**config.mk**
```make
export PLATFORM = sky130hd
export DESIGN_NAME = sar_burst_accumulate_control
export DESIGN_NICKNAME = d
export VERILOG_FILES = /design/src/shared/sar_burst_pkg.sv /design/src/core/sar_clock_divider.sv /design/src/core/sar_burst_accumulate_control.sv
export SDC_FILE = /design/constraint.sdc
export NUM_CORES = 1
export LEC_CHECK = 0
export BUFFER_PORTS_ARGS = -buffer_cell sky130_fd_sc_hd__buf_2
export CAP_MARGIN = 25
export CORE_MARGIN = 3
export CORE_UTILIZATION = 61
export DETAILED_ROUTE_END_ITERATION = 10
export HOLD_SLACK_MARGIN = 0.05
export PLACE_DENSITY = 0.86
export SYNTH_ARGS = -nofsm -noshare
export SYNTH_HDL_FRONTEND = slang
export SYNTH_SLANG_ARGS = --single-unit
```
**constraint.sdc**
```tcl
create_clock -name clk_sys -period 7.2 [get_ports clk_sys]
set_input_delay 2.16 -clock clk_sys [delete_from_list [all_inputs] [get_ports clk_sys]]
set_output_delay 2.16 -clock clk_sys [all_outputs]
set_load 0.05 [all_outputs]
```
**src/shared/sar_burst_pkg.sv**
```systemverilog
// constants, types and register layout for the burst accumulate control block
package sar_burst_pkg;

  // ----------------------------------------------------------------
  // register map (byte addresses on the AXI4-Lite bus)
  // ----------------------------------------------------------------
  localparam logic [7:0] CTRL_OFS   = 8'h00;
  localparam logic [7:0] CFG_OFS    = 8'h04;
  localparam logic [7:0] RESULT_OFS = 8'h08;
  localparam logic [7:0] STATUS_OFS = 8'h0C;

  // control register bit positions
  localparam int ENABLE_BIT = 0;
  localparam int BURST_BIT  = 1;
  localparam int LJST_BIT   = 2;
  localparam int DONE_BIT   = 3;
  localparam int BUSY_BIT   = 4;
  localparam int SRC_LSB    = 5;

  // values after reset
  localparam logic [31:0] CTRL_RESET = 32'h0000_0000;
  localparam logic [17:0] CFG_RESET  = 18'h0_0000;

  // convert start sources
  localparam logic [1:0] SRC_SW    = 2'h0;
  localparam logic [1:0] SRC_TIMER = 2'h1;
  localparam logic [1:0] SRC_PIN   = 2'h2;

  // tracking mode codes
  localparam logic [1:0] TM_POST = 2'h1;
  localparam logic [1:0] TM_PRE  = 2'h2;
  localparam logic [1:0] TM_DUAL = 2'h3;

  // AXI responses
  localparam logic [1:0] RESP_OKAY   = 2'h0;
  localparam logic [1:0] RESP_DECERR = 2'h3;

  // ----------------------------------------------------------------
  // timing
  // ----------------------------------------------------------------
  localparam int CLK_KHZ          = 25000;
  localparam int POWERUP_STEP_NS  = 320;
  localparam int POWERUP_STEP_CYC = (POWERUP_STEP_NS * CLK_KHZ + 999999) / 1000000;
  localparam int TRACK_EXTRA_CYC  = 2;
  localparam int CONV_SAR_TICKS   = 13;
  localparam int CONV_EXTRA_CYC   = 2;

  // sequencer states, one-hot
  typedef enum logic [3:0] {
    ST_IDLE  = 4'b0001,
    ST_PWRUP = 4'b0010,
    ST_TRACK = 4'b0100,
    ST_CONV  = 4'b1000
  } state_t;

  // configuration register, packed from bit 17 down to bit 0
  typedef struct packed {
    logic [4:0] sarDivide;    // [17:13] SAR clock = clk / (value+1)
    logic [4:0] powerUpTime;  // [12:8]  units of POWERUP_STEP_CYC
    logic [3:0] trackTime;    // [7:4]   extra tracking cycles
    logic [1:0] trackMode;    // [3:2]
    logic [1:0] repeatSelect; // [1:0]   0:1 1:4 2:8 3:16
  } cfg_t;

endpackage

```
**src/core/sar_clock_divider.sv**
```systemverilog
// enable-pulse divider producing the SAR conversion clock tick
`timescale 1ns/1ps
module sar_clock_divider
  import sar_burst_pkg::*;
(
  input  wire logic       clk_sys,
  input  wire logic       rst,
  input  wire logic       clear,
  input  wire logic [4:0] divide,
  output logic            tick
);

  logic [4:0] divCnt_q;

  // one tick every divide+1 cycles, restarted by clear
  assign tick = (divCnt_q == divide) && !clear;

  // ----------------------------------------------------------------
  // divide counter
  // ----------------------------------------------------------------
  always_ff @(posedge clk_sys) begin
    if (rst || clear) begin
      divCnt_q <= 5'h00;
    end else if (divCnt_q == divide) begin
      divCnt_q <= 5'h00;
    end else begin
      divCnt_q <= divCnt_q + 5'h01;
    end
  end

endmodule

```
**src/core/sar_burst_accumulate_control.sv**
```systemverilog
// burst sequencer, accumulator and result formatting for the 12-bit SAR converter
//
// Behaviour
// - burst wakes converter, accumulates 1/4/8/16 samples, returns to idle alone
// - burst operation only while burst_mode_enable is 1, else normal mode
// - burst with converter_enable 0 powers down after each series
// - burst with converter_enable 1 stays powered between series
// - start while powered down in burst: power up, wait power-up time, then track
// - start while powered in burst: track and convert with no wait
// - in burst one start runs repeat-count consecutive conversions
// - in normal mode one conversion per start, counted toward repeat count
// - done flag rises only when the full repeat count has accumulated
// - window compare strobes only after the full repeat count
// - repeat count one gives a 12-bit code refreshed every conversion
// - left_justify_select picks 0x0FFF or 0xFFF0 for full scale
// - unused result bits read as zero
// - repeat above one: result holds series sum, updated after last conversion
// - sums of 4/8/16 samples are unsigned right-justified
// - sequencing runs alone to finish a series without software
// - tracking lasts tracking_time_field plus two cycles
// - conversion lasts 13 SAR ticks plus two cycles
// - dual tracking with converter_enable 1 keeps tracking between conversions
`timescale 1ns/1ps
module sar_burst_accumulate_control
  import sar_burst_pkg::*;
(
  input  wire logic        clk_sys,
  input  wire logic        rst,
  input  wire logic [7:0]  s_axi_awaddr,
  input  wire logic        s_axi_awvalid,
  output logic             s_axi_awready,
  input  wire logic [31:0] s_axi_wdata,
  input  wire logic [3:0]  s_axi_wstrb,
  input  wire logic        s_axi_wvalid,
  output logic             s_axi_wready,
  output logic [1:0]       s_axi_bresp,
  output logic             s_axi_bvalid,
  input  wire logic        s_axi_bready,
  input  wire logic [7:0]  s_axi_araddr,
  input  wire logic        s_axi_arvalid,
  output logic             s_axi_arready,
  output logic [31:0]      s_axi_rdata,
  output logic [1:0]       s_axi_rresp,
  output logic             s_axi_rvalid,
  input  wire logic        s_axi_rready,
  input  wire logic        timerOverflow,
  input  wire logic        externalConvertStart,
  input  wire logic [11:0] sarCode,
  output logic             converterPowered,
  output logic             sampleTrack,
  output logic             conversionActive,
  output logic             windowCompareStrobe,
  output logic [15:0]      windowResult
);

  // ----------------------------------------------------------------
  // declarations
  // ----------------------------------------------------------------
  logic        awHeld_q, wHeld_q;
  logic [7:0]  awAddr_q;
  logic [31:0] wData_q;
  logic [3:0]  wStrb_q;
  logic        wrEn;
  logic [31:0] wrMask, ctrlWord, cfgWord, ctrlNew, cfgNew;
  logic        converterEnable_q, burstModeEnable_q, leftJustifySelect_q;
  logic        conversionDoneFlag_q;
  logic [1:0]  startSource_q;
  cfg_t        cfg_q;
  logic        swStart_q, pinPrev_q, startEvent;
  state_t      state_q, state_d;
  logic [7:0]  cnt_q;
  logic [4:0]  sampleCnt_q, repeatLen;
  logic [15:0] accum_q, sum;
  logic        sarTick, divClear, convFinish, seriesEnd, trackEnd, pwrEnd;

  // ----------------------------------------------------------------
  // AXI4-Lite write channel: address and data taken in either order
  // ----------------------------------------------------------------
  assign wrEn   = awHeld_q && wHeld_q && !s_axi_bvalid;
  assign wrMask = {{8{wStrb_q[3]}}, {8{wStrb_q[2]}}, {8{wStrb_q[1]}}, {8{wStrb_q[0]}}};

  always_ff @(posedge clk_sys) begin
    if (rst) begin
      s_axi_awready <= 1'b1;
      s_axi_wready  <= 1'b1;
      s_axi_bvalid  <= 1'b0;
      s_axi_bresp   <= RESP_OKAY;
      awHeld_q      <= 1'b0;
      wHeld_q       <= 1'b0;
      awAddr_q      <= 8'h00;
      wData_q       <= 32'h0000_0000;
      wStrb_q       <= 4'h0;
    end else begin
      if (s_axi_awvalid && s_axi_awready) begin
        awHeld_q      <= 1'b1;
        awAddr_q      <= s_axi_awaddr;
        s_axi_awready <= 1'b0;
      end
      if (s_axi_wvalid && s_axi_wready) begin
        wHeld_q      <= 1'b1;
        wData_q      <= s_axi_wdata;
        wStrb_q      <= s_axi_wstrb;
        s_axi_wready <= 1'b0;
      end
      if (wrEn) begin
        awHeld_q     <= 1'b0;
        wHeld_q      <= 1'b0;
        s_axi_bvalid <= 1'b1;
        s_axi_bresp  <= (awAddr_q == CTRL_OFS || awAddr_q == CFG_OFS ||
                         awAddr_q == RESULT_OFS || awAddr_q == STATUS_OFS) ?
                        RESP_OKAY : RESP_DECERR;
      end
      if (s_axi_bvalid && s_axi_bready) begin
        s_axi_bvalid  <= 1'b0;
        s_axi_awready <= 1'b1;
        s_axi_wready  <= 1'b1;
      end
    end
  end

  // ----------------------------------------------------------------
  // AXI4-Lite read channel: answer one cycle after the address
  // ----------------------------------------------------------------
  assign ctrlWord = {25'h0, startSource_q, (state_q != ST_IDLE), conversionDoneFlag_q,
                     leftJustifySelect_q, burstModeEnable_q, converterEnable_q};
  assign cfgWord  = {14'h0, cfg_q};

  always_ff @(posedge clk_sys) begin
    if (rst) begin
      s_axi_arready <= 1'b1;
      s_axi_rvalid  <= 1'b0;
      s_axi_rdata   <= 32'h0000_0000;
      s_axi_rresp   <= RESP_OKAY;
    end else if (s_axi_arvalid && s_axi_arready) begin
      s_axi_arready <= 1'b0;
      s_axi_rvalid  <= 1'b1;
      s_axi_rresp   <= RESP_OKAY;
      case (s_axi_araddr)
        CTRL_OFS:   s_axi_rdata <= ctrlWord;
        CFG_OFS:    s_axi_rdata <= cfgWord;
        RESULT_OFS: s_axi_rdata <= {16'h0000, windowResult}; // upper half reads zero
        STATUS_OFS: s_axi_rdata <= {23'h0, sampleCnt_q, state_q};
        default: begin
          s_axi_rdata <= 32'h0000_0000;
          s_axi_rresp <= RESP_DECERR;
        end
      endcase
    end else if (s_axi_rvalid && s_axi_rready) begin
      s_axi_rvalid  <= 1'b0;
      s_axi_arready <= 1'b1;
    end
  end

  // ----------------------------------------------------------------
  // control and configuration registers
  // ----------------------------------------------------------------
  assign ctrlNew = (ctrlWord & ~wrMask) | (wData_q & wrMask);
  assign cfgNew  = (cfgWord & ~wrMask) | (wData_q & wrMask);

  // done flag: writing 0 clears, a series end in the same cycle wins
  always_ff @(posedge clk_sys) begin
    if (rst) begin
      conversionDoneFlag_q <= CTRL_RESET[DONE_BIT];
    end else if (seriesEnd) begin
      conversionDoneFlag_q <= 1'b1;
    end else if (wrEn && awAddr_q == CTRL_OFS && !ctrlNew[DONE_BIT]) begin
      conversionDoneFlag_q <= 1'b0;
    end
  end

  // mode bits and configuration
  always_ff @(posedge clk_sys) begin
    if (rst) begin
      converterEnable_q   <= CTRL_RESET[ENABLE_BIT];
      burstModeEnable_q   <= CTRL_RESET[BURST_BIT];
      leftJustifySelect_q <= CTRL_RESET[LJST_BIT];
      startSource_q       <= CTRL_RESET[SRC_LSB +: 2];
      cfg_q               <= CFG_RESET;
    end else if (wrEn && awAddr_q == CTRL_OFS) begin
      converterEnable_q   <= ctrlNew[ENABLE_BIT];
      burstModeEnable_q   <= ctrlNew[BURST_BIT];
      leftJustifySelect_q <= ctrlNew[LJST_BIT];
      startSource_q       <= ctrlNew[SRC_LSB +: 2];
    end else if (wrEn && awAddr_q == CFG_OFS) begin
      cfg_q <= cfgNew[17:0];
    end
  end

  // ----------------------------------------------------------------
  // convert start sources
  // ----------------------------------------------------------------
  // software start is a pulse from writing 1 to the busy bit
  always_ff @(posedge clk_sys) begin
    if (rst) begin
      swStart_q <= 1'b0;
      pinPrev_q <= 1'b0;
    end else begin
      swStart_q <= wrEn && awAddr_q == CTRL_OFS && wStrb_q[0] && wData_q[BUSY_BIT];
      pinPrev_q <= externalConvertStart;
    end
  end

  // starts that arrive while a conversion runs are dropped
  always_comb begin
    case (startSource_q)
      SRC_SW:    startEvent = swStart_q;
      SRC_TIMER: startEvent = timerOverflow;
      SRC_PIN:   startEvent = externalConvertStart && !pinPrev_q;
      default:   startEvent = 1'b0;
    endcase
  end

  // ----------------------------------------------------------------
  // sequencer
  // ----------------------------------------------------------------
  always_comb begin
    case (cfg_q.repeatSelect)
      2'h0:    repeatLen = 5'd1;
      2'h1:    repeatLen = 5'd4;
      2'h2:    repeatLen = 5'd8;
      default: repeatLen = 5'd16;
    endcase
  end

  assign pwrEnd     = state_q == ST_PWRUP &&
                      cnt_q + 8'h01 >= 8'(cfg_q.powerUpTime) * 8'(POWERUP_STEP_CYC);
  assign trackEnd   = state_q == ST_TRACK &&
                      cnt_q == 8'(cfg_q.trackTime) + 8'(TRACK_EXTRA_CYC - 1);
  assign divClear   = state_q == ST_CONV && cnt_q == 8'h00;
  assign convFinish = state_q == ST_CONV && cnt_q == 8'(CONV_SAR_TICKS + 1);
  assign seriesEnd  = convFinish && (sampleCnt_q + 5'h01 == repeatLen);

  sar_clock_divider u_sarDiv (
    .clk_sys (clk_sys),
    .rst     (rst),
    .clear   (divClear),
    .divide  (cfg_q.sarDivide),
    .tick    (sarTick)
  );

  // next state: burst chains conversions, normal mode stops after one
  always_comb begin
    state_d = state_q;
    case (state_q)
      ST_IDLE: begin
        if (startEvent && burstModeEnable_q) begin
          state_d = converterPowered ? ST_TRACK : ST_PWRUP;
        end else if (startEvent && converterEnable_q) begin
          state_d = (cfg_q.trackMode == TM_PRE) ? ST_CONV : ST_TRACK;
        end
      end
      ST_PWRUP: if (pwrEnd) state_d = ST_TRACK;
      ST_TRACK: if (trackEnd) state_d = ST_CONV;
      ST_CONV: begin
        if (convFinish) begin
          state_d = (burstModeEnable_q && !seriesEnd) ? ST_TRACK : ST_IDLE;
        end
      end
      default: state_d = ST_IDLE;
    endcase
  end

  always_ff @(posedge clk_sys) begin
    if (rst) begin
      state_q <= ST_IDLE;
    end else begin
      state_q <= state_d; // a series runs to its end with no software step
    end
  end

  // phase counter, restarted on every state change
  always_ff @(posedge clk_sys) begin
    if (rst || state_d != state_q) begin
      cnt_q <= 8'h00;
    end else if (state_q == ST_CONV) begin
      if (cnt_q == 8'h00 || (sarTick && cnt_q <= 8'(CONV_SAR_TICKS))) begin
        cnt_q <= cnt_q + 8'h01;
      end
    end else if (state_q != ST_IDLE) begin
      cnt_q <= cnt_q + 8'h01;
    end
  end

  // ----------------------------------------------------------------
  // accumulator and result
  // ----------------------------------------------------------------
  // the first sample of a series replaces the old sum
  assign sum = (sampleCnt_q == 5'h00 ? 16'h0000 : accum_q) + {4'h0, sarCode};

  always_ff @(posedge clk_sys) begin
    if (rst) begin
      accum_q     <= 16'h0000;
      sampleCnt_q <= 5'h00;
    end else if (convFinish) begin
      accum_q     <= sum;
      sampleCnt_q <= seriesEnd ? 5'h00 : sampleCnt_q + 5'h01;
    end
  end

  // result only moves at the end of a series; left justify is for single samples only
  always_ff @(posedge clk_sys) begin
    if (rst) begin
      windowResult <= 16'h0000;
    end else if (seriesEnd && repeatLen == 5'd1) begin
      windowResult <= leftJustifySelect_q ? {sarCode, 4'h0} : {4'h0, sarCode};
    end else if (seriesEnd) begin
      windowResult <= sum;
    end
  end

  // ----------------------------------------------------------------
  // analog-facing outputs
  // ----------------------------------------------------------------
  always_ff @(posedge clk_sys) begin
    if (rst) begin
      converterPowered    <= 1'b0;
      sampleTrack         <= 1'b0;
      conversionActive    <= 1'b0;
      windowCompareStrobe <= 1'b0;
    end else begin
      converterPowered    <= converterEnable_q ||
                             (burstModeEnable_q && state_d != ST_IDLE);
      sampleTrack         <= state_d == ST_TRACK ||
                             (state_d == ST_IDLE && converterEnable_q &&
                              cfg_q.trackMode[1]);
      conversionActive    <= state_d == ST_CONV;
      windowCompareStrobe <= seriesEnd;
    end
  end

  // ----------------------------------------------------------------
  // checks
  // ----------------------------------------------------------------
  logic [8:0] trkLen_q, convLen_q;

  always_ff @(posedge clk_sys) begin
    if (rst || state_q != ST_TRACK) trkLen_q <= 9'h000;
    else trkLen_q <= trkLen_q + 9'h001;
    if (rst || state_q != ST_CONV) convLen_q <= 9'h000;
    else convLen_q <= convLen_q + 9'h001;
  end

  AST_TRACK_LEN: assert property (@(posedge clk_sys) disable iff (rst)
    trackEnd |-> trkLen_q == 9'(cfg_q.trackTime) + 9'd1)
    else $error("tracking length wrong");
  AST_CONV_LEN: assert property (@(posedge clk_sys) disable iff (rst)
    convFinish && cfg_q.trackMode != TM_PRE |->
      convLen_q == 9'd13 * (9'(cfg_q.sarDivide) + 9'd1) + 9'd1)
    else $error("conversion length wrong");
  AST_DONE_AFTER_SERIES: assert property (@(posedge clk_sys) disable iff (rst)
    $rose(conversionDoneFlag_q) |-> $past(convFinish) && $past(sampleCnt_q) == repeatLen - 5'd1)
    else $error("done flag before full series");
  AST_WAKE_WAIT: assert property (@(posedge clk_sys) disable iff (rst)
    state_q == ST_IDLE && startEvent && burstModeEnable_q && !converterPowered
      |=> state_q == ST_PWRUP)
    else $error("no power-up wait");
  AST_NO_WAIT: assert property (@(posedge clk_sys) disable iff (rst)
    state_q == ST_IDLE && startEvent && burstModeEnable_q && converterPowered
      |=> state_q == ST_TRACK)
    else $error("needless power-up wait");
  AST_POWER_DOWN: assert property (@(posedge clk_sys) disable iff (rst)
    seriesEnd && burstModeEnable_q && !converterEnable_q |=> !converterPowered)
    else $error("stayed powered after burst");
  AST_STAY_POWERED: assert property (@(posedge clk_sys) disable iff (rst)
    converterEnable_q && $past(converterEnable_q) |-> converterPowered)
    else $error("powered down while enabled");
  AST_BURST_CHAIN: assert property (@(posedge clk_sys) disable iff (rst)
    convFinish && burstModeEnable_q && !seriesEnd |=> state_q == ST_TRACK ##1 sampleTrack)
    else $error("burst did not continue");
  AST_NORMAL_SINGLE: assert property (@(posedge clk_sys) disable iff (rst)
    convFinish && !burstModeEnable_q |=> state_q == ST_IDLE)
    else $error("normal mode ran on");
  AST_SINGLE_FORMAT: assert property (@(posedge clk_sys) disable iff (rst)
    windowCompareStrobe && repeatLen == 5'd1 |->
      (leftJustifySelect_q ? windowResult[3:0] == 4'h0 : windowResult[15:12] == 4'h0))
    else $error("unused result bits not zero");

  COV_BURST_FROM_DOWN: cover property (@(posedge clk_sys) disable iff (rst)
    state_q == ST_PWRUP ##1 state_q == ST_TRACK);
  COV_BURST_16: cover property (@(posedge clk_sys) disable iff (rst)
    seriesEnd && burstModeEnable_q && repeatLen == 5'd16);
  COV_NORMAL_4: cover property (@(posedge clk_sys) disable iff (rst)
    seriesEnd && !burstModeEnable_q && repeatLen == 5'd4);

endmodule

```
==> reports/summary.txt <==
Status - finished clean
Die height - 117 µm
Met1 usage - 0.354
Place WS - 2490 ps
Clock Skew - 9.21 ps
Total gr overflow - 0
Root buffer cell - clkbuf_16
Largest cells by area after synthesis - dfxtp_1 37%, nand2_1 6.5%, a21oi_1 6.5%
First-pass GRT wire length - 30700 µm
Post-DP HPWL - 13400 µm
Reg clk slew, reported paths - 60 ps
Rel. slew slack - 0.315
Post-synth EDFFs - 0
Syn_area_per_cell - 8.21 µm²
Register area - 0.00280 mm²
Yosys reg bits - 140
YS warnings - 0
Biggest cell delay along the critical path - 640 ps
Asr flop ratio synth - 0
Most common library cells after synthesis - 140 x dfxtp_1, 132 x nand2_1, 98 x a21oi_1
I/O pin count - 134
Crit-path leading delay family - compound AO/OA/AOI/OAI gates
Clock network power share - 0.499
# diodes - 0
Area post-placement - 0.00804 mm²
Pins Over Slew Limit - 0
Global Route met2 Usage - 0.430
R2r setup slk - 3150 ps
Multi-input gate area - 0.00436 mm²
Vias per cell - 5.92
Number of H-tree levels - 4
Hold Slack - 448 ps
Pleak - 3.43 nW
Port bufs - 104
Main synth FF type - dfxtp_1
Layout Nets - 1088
Post-synth cell types - 73
CTS tree - built
Area leader, netlist - dfxtp_1
Largest net degree at the start of global routing - 99
Max Freq - 0.228 GHz
Setup crit start - sarCode[0]
M3 GR Usage - 0.0569
Critical R2R Launch - sampleCnt_q[0]$_SDFFE_PP0P_
Min Clock Period, post-route - 4400 ps
Detailed-route wire length - 19000 µm
HP Start - accum_q[4]$_SDFFE_PP0P_
Initial antenna violation count - 0
Gr usage total - 0.272
Filler cell count - 999
DR DRC count - 0
Final setup vio count - 0
Number of global-route vias before repair - 6343
Switching pwr - 0.452 mW
Pre-antenna DRT Iters - 7
DIE WIDTH - 117 µm
Crit path DAT - 4660 ps
WL/cell - 16.2 µm
Vias - 6926
Crit-path cells - buf_2 -> ha_1 -> inv_1 -> fa_1 -> nor2b_1 -> o31ai_1 -> a211oi_1 -> nor4_1 -> a2111oi_0 -> nor3_1
Comb power frac - 0.066
Internal power - 1.38 mW
Startpoint Class - input pin
Final Cycle Share - 0.610
Critical path capture point type - flop
Crit Path Category - in -> reg
GR peak layer - met2
Min-delay worst type - reg -> reg
Num CTS Buffers - 17
Placed cells - 1137
Final instance area - 0.00866 mm²
Die area - 0.0138 mm²
Max_cap viols - 0
Register area share after synthesis - 0.370
Worst-path fanout max - 5
GPL Wtd Cong - 0.960
Core Box Area - 0.0121 mm²
Syn Std Cell Area - 0.00758 mm²
Post-CTS Setup Bufs - 0
Area grow syn2layout - 14.3%
Initial Util - 0.628
Switch share - 0.246
Count leader, synth - dfxtp_1
Post-Route Setup TNS - 0 ps
Synth top area share - 0.370
Req. time, crit path - 7470 ps
RSZ-0062 raised after global routing - false
Layout cell share with drive strength beyond 1 - 0.176
Post_cts resized - 0
Routed Antenna Nets - 0
Post-Syn Instances - 923
Initial DRC Count - 690
Worst VDD drop - 0.000135 V
Clk_lat worst skew - 430 ps
Hold Vio Cnt, Final - 0
Fin cells - 1169
Pwr/cell area - 212 mW/mm²
Bufs on Longest Clock Path - 2
Clock Sinks - 140
CTS hold repair buffers - 0
CP max stage cell - a211oi_1
Final setup margin - 2800 ps
Seq pwr share - 0.435
CP Buf/Inv Count - 2
Slew @ Worst Pin - 1030 ps
Row cnt - 40
## final timing paths
kind / to / depth (start not counted)
worst max-delay path: windowResult[12]$_SDFFE_PP0P_ / 10
worst min register to register: accum_q[4]$_SDFFE_PP0P_ / 2
worst max register to register: windowResult[12]$_SDFFE_PP0P_ / 13
worst min-delay path: accum_q[4]$_SDFFE_PP0P_ / 2
## stage by stage
| step | util | power (mW) |
|---|---|---|
| after floorplan | - | 0.907 |
| after global placement | 0.666 | 0.933 |
| after detailed placement | 0.666 | 0.935 |
| after CTS | 0.718 | 1.84 |
| after global routing | 0.718 | 1.89 |
| final | 0.718 | 1.84 |
## placed cells by master (no fill, tap or decap), drive strengths merged, types with 7 or more instances in the layout
cell,Yosys,final
dfxtp,140,140
nand2,132,132
buf,30,111
a21oi,98,98
nor2,69,69
nand3,43,43
inv,24,29
ha,26,26
a211oi,23,23
o21ai,21,21
nor3,20,20
a22oi,20,20
xor2,18,18
xnor2,18,18
clkbuf,48,18
mux2i,17,17
and2,15,15
conb,1,14
nor2b,12,12
a31oi,12,12
o211ai,11,11
and3,10,10
nand2b,8,8
mux4,7,7
nor4,7,7
## logic make-up after synthesis
kind of cell,after synthesis,share of synthesized area
simple gates,355,0.229
compound gates,232,0.201
flops,140,0.370
buf+inv,102,0.0609
xor+xnor,36,0.0416
mux,30,0.0522
fa+ha+maj,27,0.0456
other cells,1,0.000495
## area by class of cell
| type | instances | share of cell area |
|---|---|---|
| Inverter | 24 | 0.0104 |
| Tap cell | 168 | 0.0243 |
| Multi-Input combinational cell | 694 | 0.503 |
| Clock inverter | 14 | 0.0211 |
| Clock buffer | 18 | 0.0507 |
| Timing Repair Buffer | 111 | 0.0665 |
| Sequential cell | 140 | 0.324 |
## layer usage
| metal | part of all wire | vias to the layer above | wire, µm |
|---|---|---|---|
| met1 | 0.43 | 3154 | 8130 |
| met4 | 0.043 | 0 | 808 |
| li1 | - | 3405 | - |
| met5 | 0 | - | 0 |
| met3 | 0.074 | 60 | 1400 |
| met2 | 0.45 | 307 | 8620 |
## power groups by stage
| stage | Clock, mW | Combinational, mW | Sequential [mW] |
|---|---|---|---|
| 3_3_place_gp | 0 | 0.118 | 0.815 |
| 3_5_place_dp | 0 | 0.119 | 0.816 |
| 5_1_grt | 0.959 | 0.132 | 0.801 |
| 4_1_cts | 0.925 | 0.120 | 0.799 |
| 2_1_floorplan | 0 | 0.0865 | 0.820 |
| 6_report | 0.917 | 0.121 | 0.799 |
## tightest hold or removal path, delay by kind of cell, from the launching register on
kind | cells | cell delay [ps]
and+or+nand+nor | 1 | 50
AOI/OAI and AO/OA | 1 | 50
DFF | 1 | 300
No activity file was read; power rests on OpenSTA's default activity.
